`config.mk`:
```
export PLATFORM = sky130hd
export DESIGN_NAME = pxedc_capture
export DESIGN_NICKNAME = d
export VERILOG_FILES = /design/src/rtl/pxedc_pkg.sv /design/src/rtl/pxedc_capture.sv
export SDC_FILE = /design/constraint.sdc
export NUM_CORES = 1
export LEC_CHECK = 0
export ABC_AREA = 1
export CORE_MARGIN = 2
export CORE_UTILIZATION = 45
export CTS_CLUSTER_SIZE = 25
export DETAILED_ROUTE_END_ITERATION = 10
export DONT_BUFFER_PORTS = 1
export GPL_TIMING_DRIVEN = 0
export PLACE_DENSITY = 0.71
export RECOVER_POWER = 25
export SLEW_MARGIN = 40
export SYNTH_ARGS = -nofsm -noshare
export SYNTH_HDL_FRONTEND = slang
export SYNTH_SLANG_ARGS = --single-unit
```
`constraint.sdc`:
```
create_clock -name ref_clk -period 1.6 [get_ports ref_clk]
set_clock_uncertainty 0.2 [all_clocks]
set_input_delay 0.08 -clock ref_clk [delete_from_list [all_inputs] [get_ports ref_clk]]
set_output_delay 0.08 -clock ref_clk [all_outputs]
set_load 0.01 [all_outputs]
```
`src/rtl/pxedc_pkg.sv`:
```
package pxedc_pkg;

    ////////////////////////////////////////////////////////////////////////////
    // Register map, byte addresses on the Wishbone bus
    localparam int ADR_W = 12;
    localparam int DAT_W = 32;
    localparam int SEL_W = 4;

    localparam logic [ADR_W-1:0] OFS_ADDR_UPPER = 12'h270;
    localparam logic [ADR_W-1:0] OFS_ADDR_LOWER = 12'h274;
    localparam logic [ADR_W-1:0] OFS_ATTR_PHASE = 12'h278;
    localparam logic [ADR_W-1:0] OFS_SPLIT_MSG  = 12'h27c;
    localparam logic [ADR_W-1:0] OFS_ATTR_STAT  = 12'h280;

    localparam logic [DAT_W-1:0] RESET_WORD = 32'h0000_0000;

    ////////////////////////////////////////////////////////////////////////////
    // Fields of error_attr_status
    localparam int BIT_VALID      = 31;
    localparam int BIT_OVERFLOW   = 30;
    localparam int BIT_CLEAR      = 29;
    localparam int BIT_DISCARDED  = 17;
    localparam int BIT_UNEXPECTED = 16;
    localparam int BIT_SPLIT_TO   = 15;
    localparam int BIT_ERR_MSG    = 14;
    localparam int BIT_MST_PARITY = 13;
    localparam int BIT_DET_PARITY = 12;
    localparam int BIT_RETRY      = 11;
    localparam int BIT_MST_ABORT  = 10;
    localparam int BIT_TGT_ABORT  = 9;
    localparam int BIT_DLY_TO     = 8;
    localparam int BE_LSB         = 4;
    localparam int CMD_LSB        = 0;
    localparam int BE_W           = 4;
    localparam int CMD_W          = 4;
    localparam int CLEAR_LANE     = 3;

    ////////////////////////////////////////////////////////////////////////////
    // Carriers
    typedef struct packed {
        logic             cyc;
        logic             stb;
        logic             we;
        logic [ADR_W-1:0] adr;
        logic [SEL_W-1:0] sel;
        logic [DAT_W-1:0] dat;
    } pxedc_wbreq_s;

    typedef struct packed {
        logic             strobe;
        logic             pcixMode;
        logic [63:0]      addr;
        logic [DAT_W-1:0] attrPhase;
        logic [DAT_W-1:0] splitMsg;
        logic [BE_W-1:0]  byteEn;
        logic [CMD_W-1:0] command;
        logic             discarded;
        logic             unexpected;
        logic             splitTimeout;
        logic             errMsg;
        logic             perrSeen;
        logic             wasMaster;
        logic             isWrite;
        logic             dataParity;
        logic             retryLimit;
        logic             masterAbort;
        logic             targetAbort;
        logic             delayedTimeout;
    } pxedc_err_s;

endpackage : pxedc_pkg

```
`src/rtl/pxedc_capture.sv`:
```
// The Wishbone slave port was decided locally.
`timescale 1ns/10ps

// Functional notes
// - PCI-X error latches split completion message
// - Valid set on capture, cleared by clear
// - First error records address and attributes
// - Later error sets overflow, contents frozen
// - Overflow holds until clear written
// - Clear zeroes upper, lower, status registers; phase and split message kept
// - Clear reads zero; zero write ignored
// - Discarded completion flag, first error only
// - Unexpected completion flag, first error only
// - Split response timeout flag, first error only
// - Completion error message flag, first error
// - Master parity needs perr, master, enable
// - Parity on master read or target write
// - Retry limit flag, first error only
// - Master abort flag, first error only
// - Target abort flag, first error only
// - Delayed transaction timeout flag, first error
// - Byte enables stored in bits 7:4
// - Bus command stored in bits 3:0
// - Address halves latched into upper, lower
// - PCI-X attribute phase word latched
module pxedc_capture (
    input  wire logic                 ref_clk,
    input  wire logic                 reset,
    input  wire pxedc_pkg::pxedc_wbreq_s wbReq,
    output logic                      wbAck,
    output logic [pxedc_pkg::DAT_W-1:0] wbDatOut,
    input  wire pxedc_pkg::pxedc_err_s busErr,
    input  wire logic                 perrRespEnable,
    output logic                      captureValid,
    output logic                      captureOverflow
);
    import pxedc_pkg::*;

    ////////////////////////////////////////////////////////////////////////////
    // Storage
    logic [DAT_W-1:0] addrUpper_q;
    logic [DAT_W-1:0] addrUpper_d;
    logic [DAT_W-1:0] addrLower_q;
    logic [DAT_W-1:0] addrLower_d;
    logic [DAT_W-1:0] attrPhase_q;
    logic [DAT_W-1:0] attrPhase_d;
    logic [DAT_W-1:0] splitMsg_q;
    logic [DAT_W-1:0] splitMsg_d;
    logic [DAT_W-1:0] attrStat_q;
    logic [DAT_W-1:0] attrStat_d;
    logic             ack_q;
    logic [DAT_W-1:0] rdData_q;

    ////////////////////////////////////////////////////////////////////////////
    // Wishbone decode
    // Full word compare; byte addresses inside a register do not alias
    function automatic logic regHit(
        input logic [ADR_W-1:0] adr,
        input logic [ADR_W-1:0] ofs
    );
        return adr == ofs;
    endfunction : regHit

    wire logic       wbActive  = wbReq.cyc & wbReq.stb;
    wire logic       wbTaken   = wbActive & ~ack_q;
    wire logic       wbWrite   = wbActive & wbReq.we & ack_q;
    wire logic       hitUpper  = regHit(wbReq.adr, OFS_ADDR_UPPER);
    wire logic       hitLower  = regHit(wbReq.adr, OFS_ADDR_LOWER);
    wire logic       hitPhase  = regHit(wbReq.adr, OFS_ATTR_PHASE);
    wire logic       hitSplit  = regHit(wbReq.adr, OFS_SPLIT_MSG);
    wire logic       hitStat   = regHit(wbReq.adr, OFS_ATTR_STAT);

    ////////////////////////////////////////////////////////////////////////////
    // Status read view
    // Clear and reserved bits are never stored; masking them again on the
    // read path keeps any later change to the load logic from leaking them
    localparam logic [DAT_W-1:0] ONE_BIT    = 32'h0000_0001;
    localparam logic [DAT_W-1:0] LOW_FIELDS = (ONE_BIT << (BE_LSB + BE_W)) - ONE_BIT;
    localparam logic [DAT_W-1:0] STAT_READ_MASK =
        (ONE_BIT << BIT_VALID)      |
        (ONE_BIT << BIT_OVERFLOW)   |
        (ONE_BIT << BIT_DISCARDED)  |
        (ONE_BIT << BIT_UNEXPECTED) |
        (ONE_BIT << BIT_SPLIT_TO)   |
        (ONE_BIT << BIT_ERR_MSG)    |
        (ONE_BIT << BIT_MST_PARITY) |
        (ONE_BIT << BIT_DET_PARITY) |
        (ONE_BIT << BIT_RETRY)      |
        (ONE_BIT << BIT_MST_ABORT)  |
        (ONE_BIT << BIT_TGT_ABORT)  |
        (ONE_BIT << BIT_DLY_TO)     |
        LOW_FIELDS;

    wire logic [DAT_W-1:0] statRead = attrStat_q & STAT_READ_MASK;

    // Only a one in the clear lane acts; a zero write does nothing
    wire logic       clearReq  = wbWrite & hitStat & wbReq.sel[CLEAR_LANE] & wbReq.dat[BIT_CLEAR];

    wire logic [DAT_W-1:0] readWord =
        hitUpper ? addrUpper_q :
        hitLower ? addrLower_q :
        hitPhase ? attrPhase_q :
        hitSplit ? splitMsg_q  :
        hitStat  ? statRead    : RESET_WORD;

    ////////////////////////////////////////////////////////////////////////////
    // Capture decision
    // Clear acts first, so a coincident error sees an empty capture
    wire logic validEff    = attrStat_q[BIT_VALID] & ~clearReq;
    wire logic doCapture   = busErr.strobe & ~validEff;
    wire logic overflowSet = busErr.strobe & validEff;

    wire logic mstParity = busErr.perrSeen & busErr.wasMaster & perrRespEnable;
    wire logic detParity = busErr.dataParity &
                           (busErr.wasMaster ? ~busErr.isWrite : busErr.isWrite);

    ////////////////////////////////////////////////////////////////////////////
    // Field view of a fresh capture
    wire logic             freshDiscarded  = busErr.discarded;
    wire logic             freshUnexpected = busErr.unexpected;
    wire logic             freshSplitTo    = busErr.splitTimeout;
    wire logic             freshErrMsg     = busErr.errMsg;
    wire logic             freshRetry      = busErr.retryLimit;
    wire logic             freshMstAbort   = busErr.masterAbort;
    wire logic             freshTgtAbort   = busErr.targetAbort;
    wire logic             freshDlyTo      = busErr.delayedTimeout;
    wire logic [BE_W-1:0]  freshByteEn     = busErr.byteEn;
    wire logic [CMD_W-1:0] freshCommand    = busErr.command;

    // Valid is always set: only a capture ever loads this word
    function automatic logic [DAT_W-1:0] statusWord(
        input logic             discarded,
        input logic             unexpected,
        input logic             splitTo,
        input logic             errMsg,
        input logic             mp,
        input logic             dp,
        input logic             retry,
        input logic             mstAbort,
        input logic             tgtAbort,
        input logic             dlyTo,
        input logic [BE_W-1:0]  byteEn,
        input logic [CMD_W-1:0] command
    );
        logic [DAT_W-1:0] w;
        w = RESET_WORD;
        w[BIT_VALID]        = 1'b1;
        w[BIT_DISCARDED]    = discarded;
        w[BIT_UNEXPECTED]   = unexpected;
        w[BIT_SPLIT_TO]     = splitTo;
        w[BIT_ERR_MSG]      = errMsg;
        w[BIT_MST_PARITY]   = mp;
        w[BIT_DET_PARITY]   = dp;
        w[BIT_RETRY]        = retry;
        w[BIT_MST_ABORT]    = mstAbort;
        w[BIT_TGT_ABORT]    = tgtAbort;
        w[BIT_DLY_TO]       = dlyTo;
        w[BE_LSB +: BE_W]   = byteEn;
        w[CMD_LSB +: CMD_W] = command;
        return w;
    endfunction : statusWord

    wire logic [DAT_W-1:0] freshStatus = statusWord(
        freshDiscarded,
        freshUnexpected,
        freshSplitTo,
        freshErrMsg,
        mstParity,
        detParity,
        freshRetry,
        freshMstAbort,
        freshTgtAbort,
        freshDlyTo,
        freshByteEn,
        freshCommand
    );

    // Overflow on a frozen capture; clear bit itself is never stored
    function automatic logic [DAT_W-1:0] withOverflow(input logic [DAT_W-1:0] w);
        logic [DAT_W-1:0] r;
        r = w;
        r[BIT_OVERFLOW] = 1'b1;
        return r;
    endfunction : withOverflow

    ////////////////////////////////////////////////////////////////////////////
    // Next values
    assign addrUpper_d = doCapture ? busErr.addr[63:32] :
                         clearReq  ? RESET_WORD : addrUpper_q;
    assign addrLower_d = doCapture ? busErr.addr[31:0] :
                         clearReq  ? RESET_WORD : addrLower_q;
    // Conventional PCI has no attribute phase or split message: load zero
    assign attrPhase_d = doCapture ? (busErr.pcixMode ? busErr.attrPhase : RESET_WORD) : attrPhase_q;
    assign splitMsg_d  = doCapture ? (busErr.pcixMode ? busErr.splitMsg : RESET_WORD) : splitMsg_q;
    assign attrStat_d  = doCapture   ? freshStatus :
                         clearReq    ? RESET_WORD :
                         overflowSet ? withOverflow(attrStat_q) :
                                       attrStat_q;

    ////////////////////////////////////////////////////////////////////////////
    // Registers
    // One block per register keeps each load path short
    always_ff @(posedge ref_clk) begin
        if (reset) begin
            addrUpper_q <= RESET_WORD;
        end else begin
            addrUpper_q <= addrUpper_d;
        end
    end

    always_ff @(posedge ref_clk) begin
        if (reset) begin
            addrLower_q <= RESET_WORD;
        end else begin
            addrLower_q <= addrLower_d;
        end
    end

    always_ff @(posedge ref_clk) begin
        if (reset) begin
            attrPhase_q <= RESET_WORD;
        end else begin
            attrPhase_q <= attrPhase_d;
        end
    end

    always_ff @(posedge ref_clk) begin
        if (reset) begin
            splitMsg_q <= RESET_WORD;
        end else begin
            splitMsg_q <= splitMsg_d;
        end
    end

    always_ff @(posedge ref_clk) begin
        if (reset) begin
            attrStat_q <= RESET_WORD;
        end else begin
            attrStat_q <= attrStat_d;
        end
    end

    // One wait state; ack drops the cycle after it is given
    always_ff @(posedge ref_clk) begin
        if (reset) begin
            ack_q <= 1'b0;
        end else begin
            ack_q <= wbTaken;
        end
    end

    // Taken on first sight of the request, so it stands while ack is high
    always_ff @(posedge ref_clk) begin
        if (reset) begin
            rdData_q <= RESET_WORD;
        end else begin
            rdData_q <= wbTaken ? readWord : rdData_q;
        end
    end

    assign wbAck           = ack_q & wbActive;
    assign wbDatOut        = rdData_q;
    assign captureValid    = attrStat_q[BIT_VALID];
    assign captureOverflow = attrStat_q[BIT_OVERFLOW];

endmodule : pxedc_capture

```
; ---- Word-level counts from Yosys, hierarchy flattened
; Cells that the tools add are included.
[classes]
n_eq_ne = 5
reduce_logical = 2
bitwise_logic = 18
muxes = 14
[ops]
columns = op, n
row1 = 32-bit 2-to-1 mux, 12
row2 = "12-bit by 10-bit equality test with 1-bit output, second input constant", 5
row3 = 31-bit 2-to-1 mux, 1
row4 = 1-bit AND, 14
row5 = 1-bit inverter, 4
row6 = 3-bit OR reduction, 1
row7 = 2-bit nonzero test, 1
row8 = 1-bit 2-to-1 mux, 1
[word_totals]
register_bits = 181
inputBits = 204

; ---- Logic depth before layout (Yosys ltp)
[depth]
ltp_word = 12
depth_mapped = 11
ltp_nobuf = 10

; ---- Worst setup path after synthesis
; Ideal clock, no wire load.
[synth_path]
path_kind = flip-flop to flip-flop
startpoint = register ack_q
endpoint = register addrUpper_q[10]
path_stages_with_launch = 10
t_required_ns = 1.287
n_path_buf = 2
setup_time_ns = 0.113
t_arrival_ns = 1.121
slack_ns = 0.165
path_cell_list = dfxtp_1 > nand3_1 > nor2_1 > nand2_1 > o21ai_1 > nor2_1 > buf_2 > buf_2 > nand2_1 > o21ai_2
[synth_via]
elab_chain_cells = 9
elab_cells_between_ends = 10
classes_between = 1 x mux / 8 x bitwise / 1 x reduce/logical
[synth_rtl]
columns = item, line_no
row1 = start: declaration, pxedc_capture.sv:51  ; logic ack_q;
row2 = start signal: assignment, pxedc_capture.sv:248  ; ack_q <= wbTaken;
row3 = 1-bit AND (*), pxedc_capture.sv:66  ; wire logic wbWrite = wbActive & wbReq.we & ack_q;
row4 = 1-bit AND (*) (3 in a row), pxedc_capture.sv:97  ; wire logic clearReq = wbWrite & hitStat & wbReq.sel[CLEAR_LANE] & wbReq.dat[BIT_CLEAR];
row5 = 1-bit inverter, pxedc_capture.sv:109  ; wire logic validEff = attrStat_q[BIT_VALID] & ~clearReq;
row6 = 1-bit AND, pxedc_capture.sv:109
row7 = 1-bit inverter, pxedc_capture.sv:110  ; wire logic doCapture = busErr.strobe & ~validEff;
row8 = 1-bit AND, pxedc_capture.sv:110
row9 = 32-bit 2-to-1 mux or 2-bit nonzero test (tied branches), --
row10 = end signal: assignment, pxedc_capture.sv:207  ; addrUpper_q <= addrUpper_d;
row11 = end: declaration, pxedc_capture.sv:41  ; logic [DAT_W-1:0] addrUpper_q;
; Mark *: on every way between the ends. The rest lies on a longest branch, timed or not.
; A chain may end at the register's enable or synchronous reset.

; ---- Worst setup path after layout
[layout_path]
startpoint = register ack_q
endpoint = register attrPhase_q[29]
[layout_via]
elab_chain_cells = 8
[layout_rtl]
columns = item, line_no
row1 = 1-bit AND, pxedc_capture.sv:66
row2 = 1-bit AND (3 in a row), pxedc_capture.sv:97
row3 = 1-bit inverter, pxedc_capture.sv:109
row4 = 1-bit AND, pxedc_capture.sv:109
row5 = 1-bit inverter, pxedc_capture.sv:110
row6 = 1-bit AND, pxedc_capture.sv:110
row7 = end signal: assignment, pxedc_capture.sv:223  ; attrPhase_q <= attrPhase_d;
row8 = end: declaration, pxedc_capture.sv:45  ; logic [DAT_W-1:0] attrPhase_q;
; Every way passes these cells.

==> impl_results.rst <==
.. list-table::
   :header-rows: 1

   * - Metric
     - Value
   * - Number of stages on the worst hold path
     - 3
   * - Count of nets left with antenna violations after detail routing
     - 0
   * - Cell area after synthesis
     - 8430 um2
   * - Post-synth top area share
     - 0.430
   * - Number of CTS-inserted buffers
     - 17
   * - Number of cell instances on the worst register-to-register path
     - 8
   * - Number of unique standard cell types used by synthesis
     - 24
   * - Reg-to-reg setup timing slack
     - -0.12 ns
   * - 1st-iter DRT viols
     - 714
   * - Worst hold path startpoint
     - busErr[149]
   * - Total cell area at the placement stage
     - 8720 um2
   * - Worst Slack Setup Final
     - -0.117 ns
   * - Worst slew pin tran
     - 0.827 ns
   * - Utilization after layout
     - 0.610
   * - Overall die height
     - 141 um
   * - TritonCTS clock tree
     - built
   * - Worst voltage drop across the vdd grid
     - 0.729 mV
   * - Average wire per standard cell
     - 18.5 um
   * - Count of nets after finishing
     - 1499
   * - Final number of hold-violating endpoints
     - 159
   * - Aggregate global routing overflow
     - 0
   * - Total Routed Length
     - 28500 um
   * - Worst hold margin
     - -0.288 ns
   * - Share of synthesized flip-flops with an asynchronous set or reset
     - 0
   * - Top cells by count, synth
     - nand2_1 (282), dfxtp_1 (181), nand3_1 (145), o21ai_2 (126), inv_1 (118)
   * - RSZ-0062 raised after global routing
     - true
   * - Max-cap violation count
     - 0
   * - Hold Path Class
     - in -> reg
   * - Die ar.
     - 19800 um2
   * - Starting density of the core
     - 0.455
   * - Ranking of synthesized cells by area
     - dfxtp_1 (43%), o21ai_2 (13%), nand2_1 (13%)
   * - Number of clock sinks seen by CTS
     - 181
   * - Synthesized net count
     - 1311
   * - Startpoint of the worst register-to-register path
     - ack_q
   * - Most common flop cell mapped by yosys
     - dfxtp_1
   * - Total of warnings raised by yosys
     - 0
   * - Most numerous cell in the Yosys netlist
     - nand2_1
   * - I/O pin cnt
     - 239
   * - Final Cycle Share
     - 1.07
   * - Multi-input logic area
     - 4030 um2
   * - Horizontal die dimension
     - 141 um
   * - Worst setup path class
     - reg -> reg
   * - Number of standard cells in the layout, taps in and fillers out
     - 1541
   * - Largest net degree at the start of global routing
     - 17
   * - Final slew viol count
     - 0
   * - Power density over the cells
     - 905 nW/um2
   * - Sum of net half-perimeters after detailed placement
     - 19800 um
   * - Standard-cell row count
     - 50
   * - Input/output buffers
     - 0
   * - Min cycle time layout
     - 1.72 ns
   * - Antenna cell count
     - 0
   * - Type of origin of the critical path
     - flop
   * - DRC Markers
     - 0
   * - Post-synth EDFFs
     - 0
   * - Total of endpoints with negative setup slack in the final report
     - 149
   * - Longest Clk Path Bufs
     - 2
   * - Mean instance size in the synthesized netlist
     - 7.61 um2
   * - Endpoint required time on the critical path
     - 1.76 ns
   * - Layout Cell Area excl Fill
     - 11300 um2
   * - Failing checks
     - negative hold slack, negative setup slack
   * - Total iterations of the first detailed-routing run
     - 6
   * - Relative slew slack
     - 0.447
   * - Depth of the CTS H-tree
     - 4
   * - Filler cell count in the final layout
     - 1559
   * - CTS clock-pin slew for the worst setup and hold paths
     - 0.07 ns
   * - Worst-path fanout max
     - 10
   * - Number of antenna violations at the first check in global routing
     - 0
   * - Total global routing track utilization
     - 0.278
   * - Gp weighted congestion
     - 0.886
   * - Summed negative setup slack over all endpoints
     - -6.22 ns
   * - Routed vias
     - 8431
   * - Fmax
     - 0.583 GHz
   * - Worst-case hold path end point
     - attrPhase_q[31]
   * - Core footprint
     - 18500 um2
   * - Critical path data arrival time
     - 1.88 ns
   * - R2r endpoint
     - attrPhase_q[29]
   * - Clk Latency, worst-skew pair
     - 0.44 ns
   * - Layout overhead on the synthesized area
     - 34.0%
   * - Register bit count reported by yosys
     - 181
   * - Number of vias per cell after detailed routing
     - 5.47
   * - Clock root buffer
     - clkbuf_16
   * - Run status
     - complete, but fails checks
   * - Fraction of layout instances using a drive strength above 1
     - 0.203
   * - Wire length of the first global-routing pass
     - 42500 um
   * - Cell taking the most area after synthesis
     - dfxtp_1
   * - Synthesized instance count
     - 1107
   * - Register Area
     - 3630 um2
   * - Register area share after synthesis
     - 0.430
   * - Cell leakage power
     - 4.80 nW
   * - Critical path endpoint category
     - flop
   * - Number of global-route vias before repair
     - 8004
   * - Placed Instances
     - 1341
area by class of cell:
class,count,area share
tap,234,0.0259
multi-input combinational,725,0.356
clock buffer,18,0.0389
buffer,81,0.0536
inverter,120,0.0399
clock inverter,13,0.0112
timing repair buffer,169,0.153
sequential,181,0.321
worst max-delay path by stage:
stage / to / slack, ns / start
6_report: attrPhase_q[29] / -0.12 / ack_q
5_1_grt: attrPhase_q[29] / -0.25 / reset
4_1_cts: addrUpper_q[27] / 0.0009 / ack_q
3_5_place_dp: attrPhase_q[26] / -0.34 / reset
3_3_place_gp: attrPhase_q[24] / -0.34 / reset
2_1_floorplan: addrUpper_q[10] / 0.17 / ack_q
power by group:
| part | internal, mW | switching (mW) | total [mW] |
|---|---|---|---|
| Clock | 2.19 | 1.90 | 4.09 |
| Combinational | 0.597 | 0.688 | 1.29 |
| Sequential | 4.70 | 0.141 | 4.84 |
| Total | 7.49 | 2.73 | 10.2 |
per-stage QoR:
stage | power, mW | worst slack [ns]
6_report | 10.2 | -0.117
3_3_place_gp | 5.74 | -0.342
3_5_place_dp | 5.75 | -0.339
4_1_cts | 10.1 | 0.000910
2_1_floorplan | 5.50 | 0.165
5_1_grt | 10.5 | -0.254
sequential cells by signal (all words and copies together), names as in the netlist:
name and flops:
ack_q 1, splitMsg_q 32, wbDatOut 32, attrPhase_q 32, addrLower_q 32, attrStat_q 20, addrUpper_q 32
cells by family (layout without fill, tap and decap cells):
| group | Yosys count | in the layout | share of synthesized area |
|---|---|---|---|
| XOR/XNOR | 1 | 1 | 0.00104 |
| buffers and inverters | 201 | 401 | 0.110 |
| flip-flops | 181 | 181 | 0.430 |
| AO/OA/AOI/OAI | 214 | 214 | 0.190 |
| AND/OR/NAND/NOR | 510 | 510 | 0.270 |
placed cells by master (no fill, tap or decap):
cell | Yosys | routed
clkinv_2 | 0 | 1
nor2_4 | 3 | 5
buf_1 | 8 | 9
clkbuf_2 | 0 | 4
clkinvlp_4 | 0 | 4
o21bai_1 | 14 | 14
clkbuf_1 | 31 | 25
clkinv_4 | 0 | 4
inv_1 | 118 | 118
nor2_1 | 21 | 18
dfxtp_2 | 0 | 2
o211ai_1 | 8 | 8
inv_6 | 0 | 3
o21ai_1 | 18 | 16
buf_6 | 17 | 15
inv_2 | 2 | 2
buf_8 | 0 | 7
nand4_1 | 48 | 48
xor2_1 | 1 | 1
dlygate4sd3_1 | 0 | 161
clkbuf_16 | 0 | 20
bufinv_16 | 0 | 1
nor3_2 | 1 | 1
clkbuf_8 | 0 | 1
buf_4 | 4 | 12
nand2_4 | 0 | 5
nand2_1 | 282 | 255
buf_2 | 21 | 8
nand2_2 | 4 | 26
nand3_1 | 145 | 144
clkbuf_4 | 0 | 2
nor2_2 | 5 | 6
buf_12 | 0 | 4
o21ai_0 | 12 | 10
o21ai_2 | 126 | 130
dfxtp_1 | 181 | 179
a21oi_1 | 36 | 36
nand3_4 | 0 | 2
critical path: stages, from the launching register on:
cell and delay [ns]:
dfxtp_2 0.36, nand3_4 0.08, nor2_4 0.17, nand2_2 0.11, nand2_4 0.12, nand3_4 0.10, buf_8 0.17, buf_12 0.15
o21ai_1 0.16
metal layers:
layer	global-route usage	vias to the layer above	wire, um
li1	-	4011	-
met1	0.362	3940	12300
met2	0.450	405	13200
met3	0.0615	75	2110
met4	0.109	0	884
met5	0	-	0
what timing repair did:
item	CTS	global route
pin swaps	3	2
cloned	1	3
hold endpoints to repair	170	153
resized for setup	34	66
buffers inserted	1	3
endpoints found under the setup margin	179	171
hold buffers	159	2
Power figures use the tool's default switching activity.
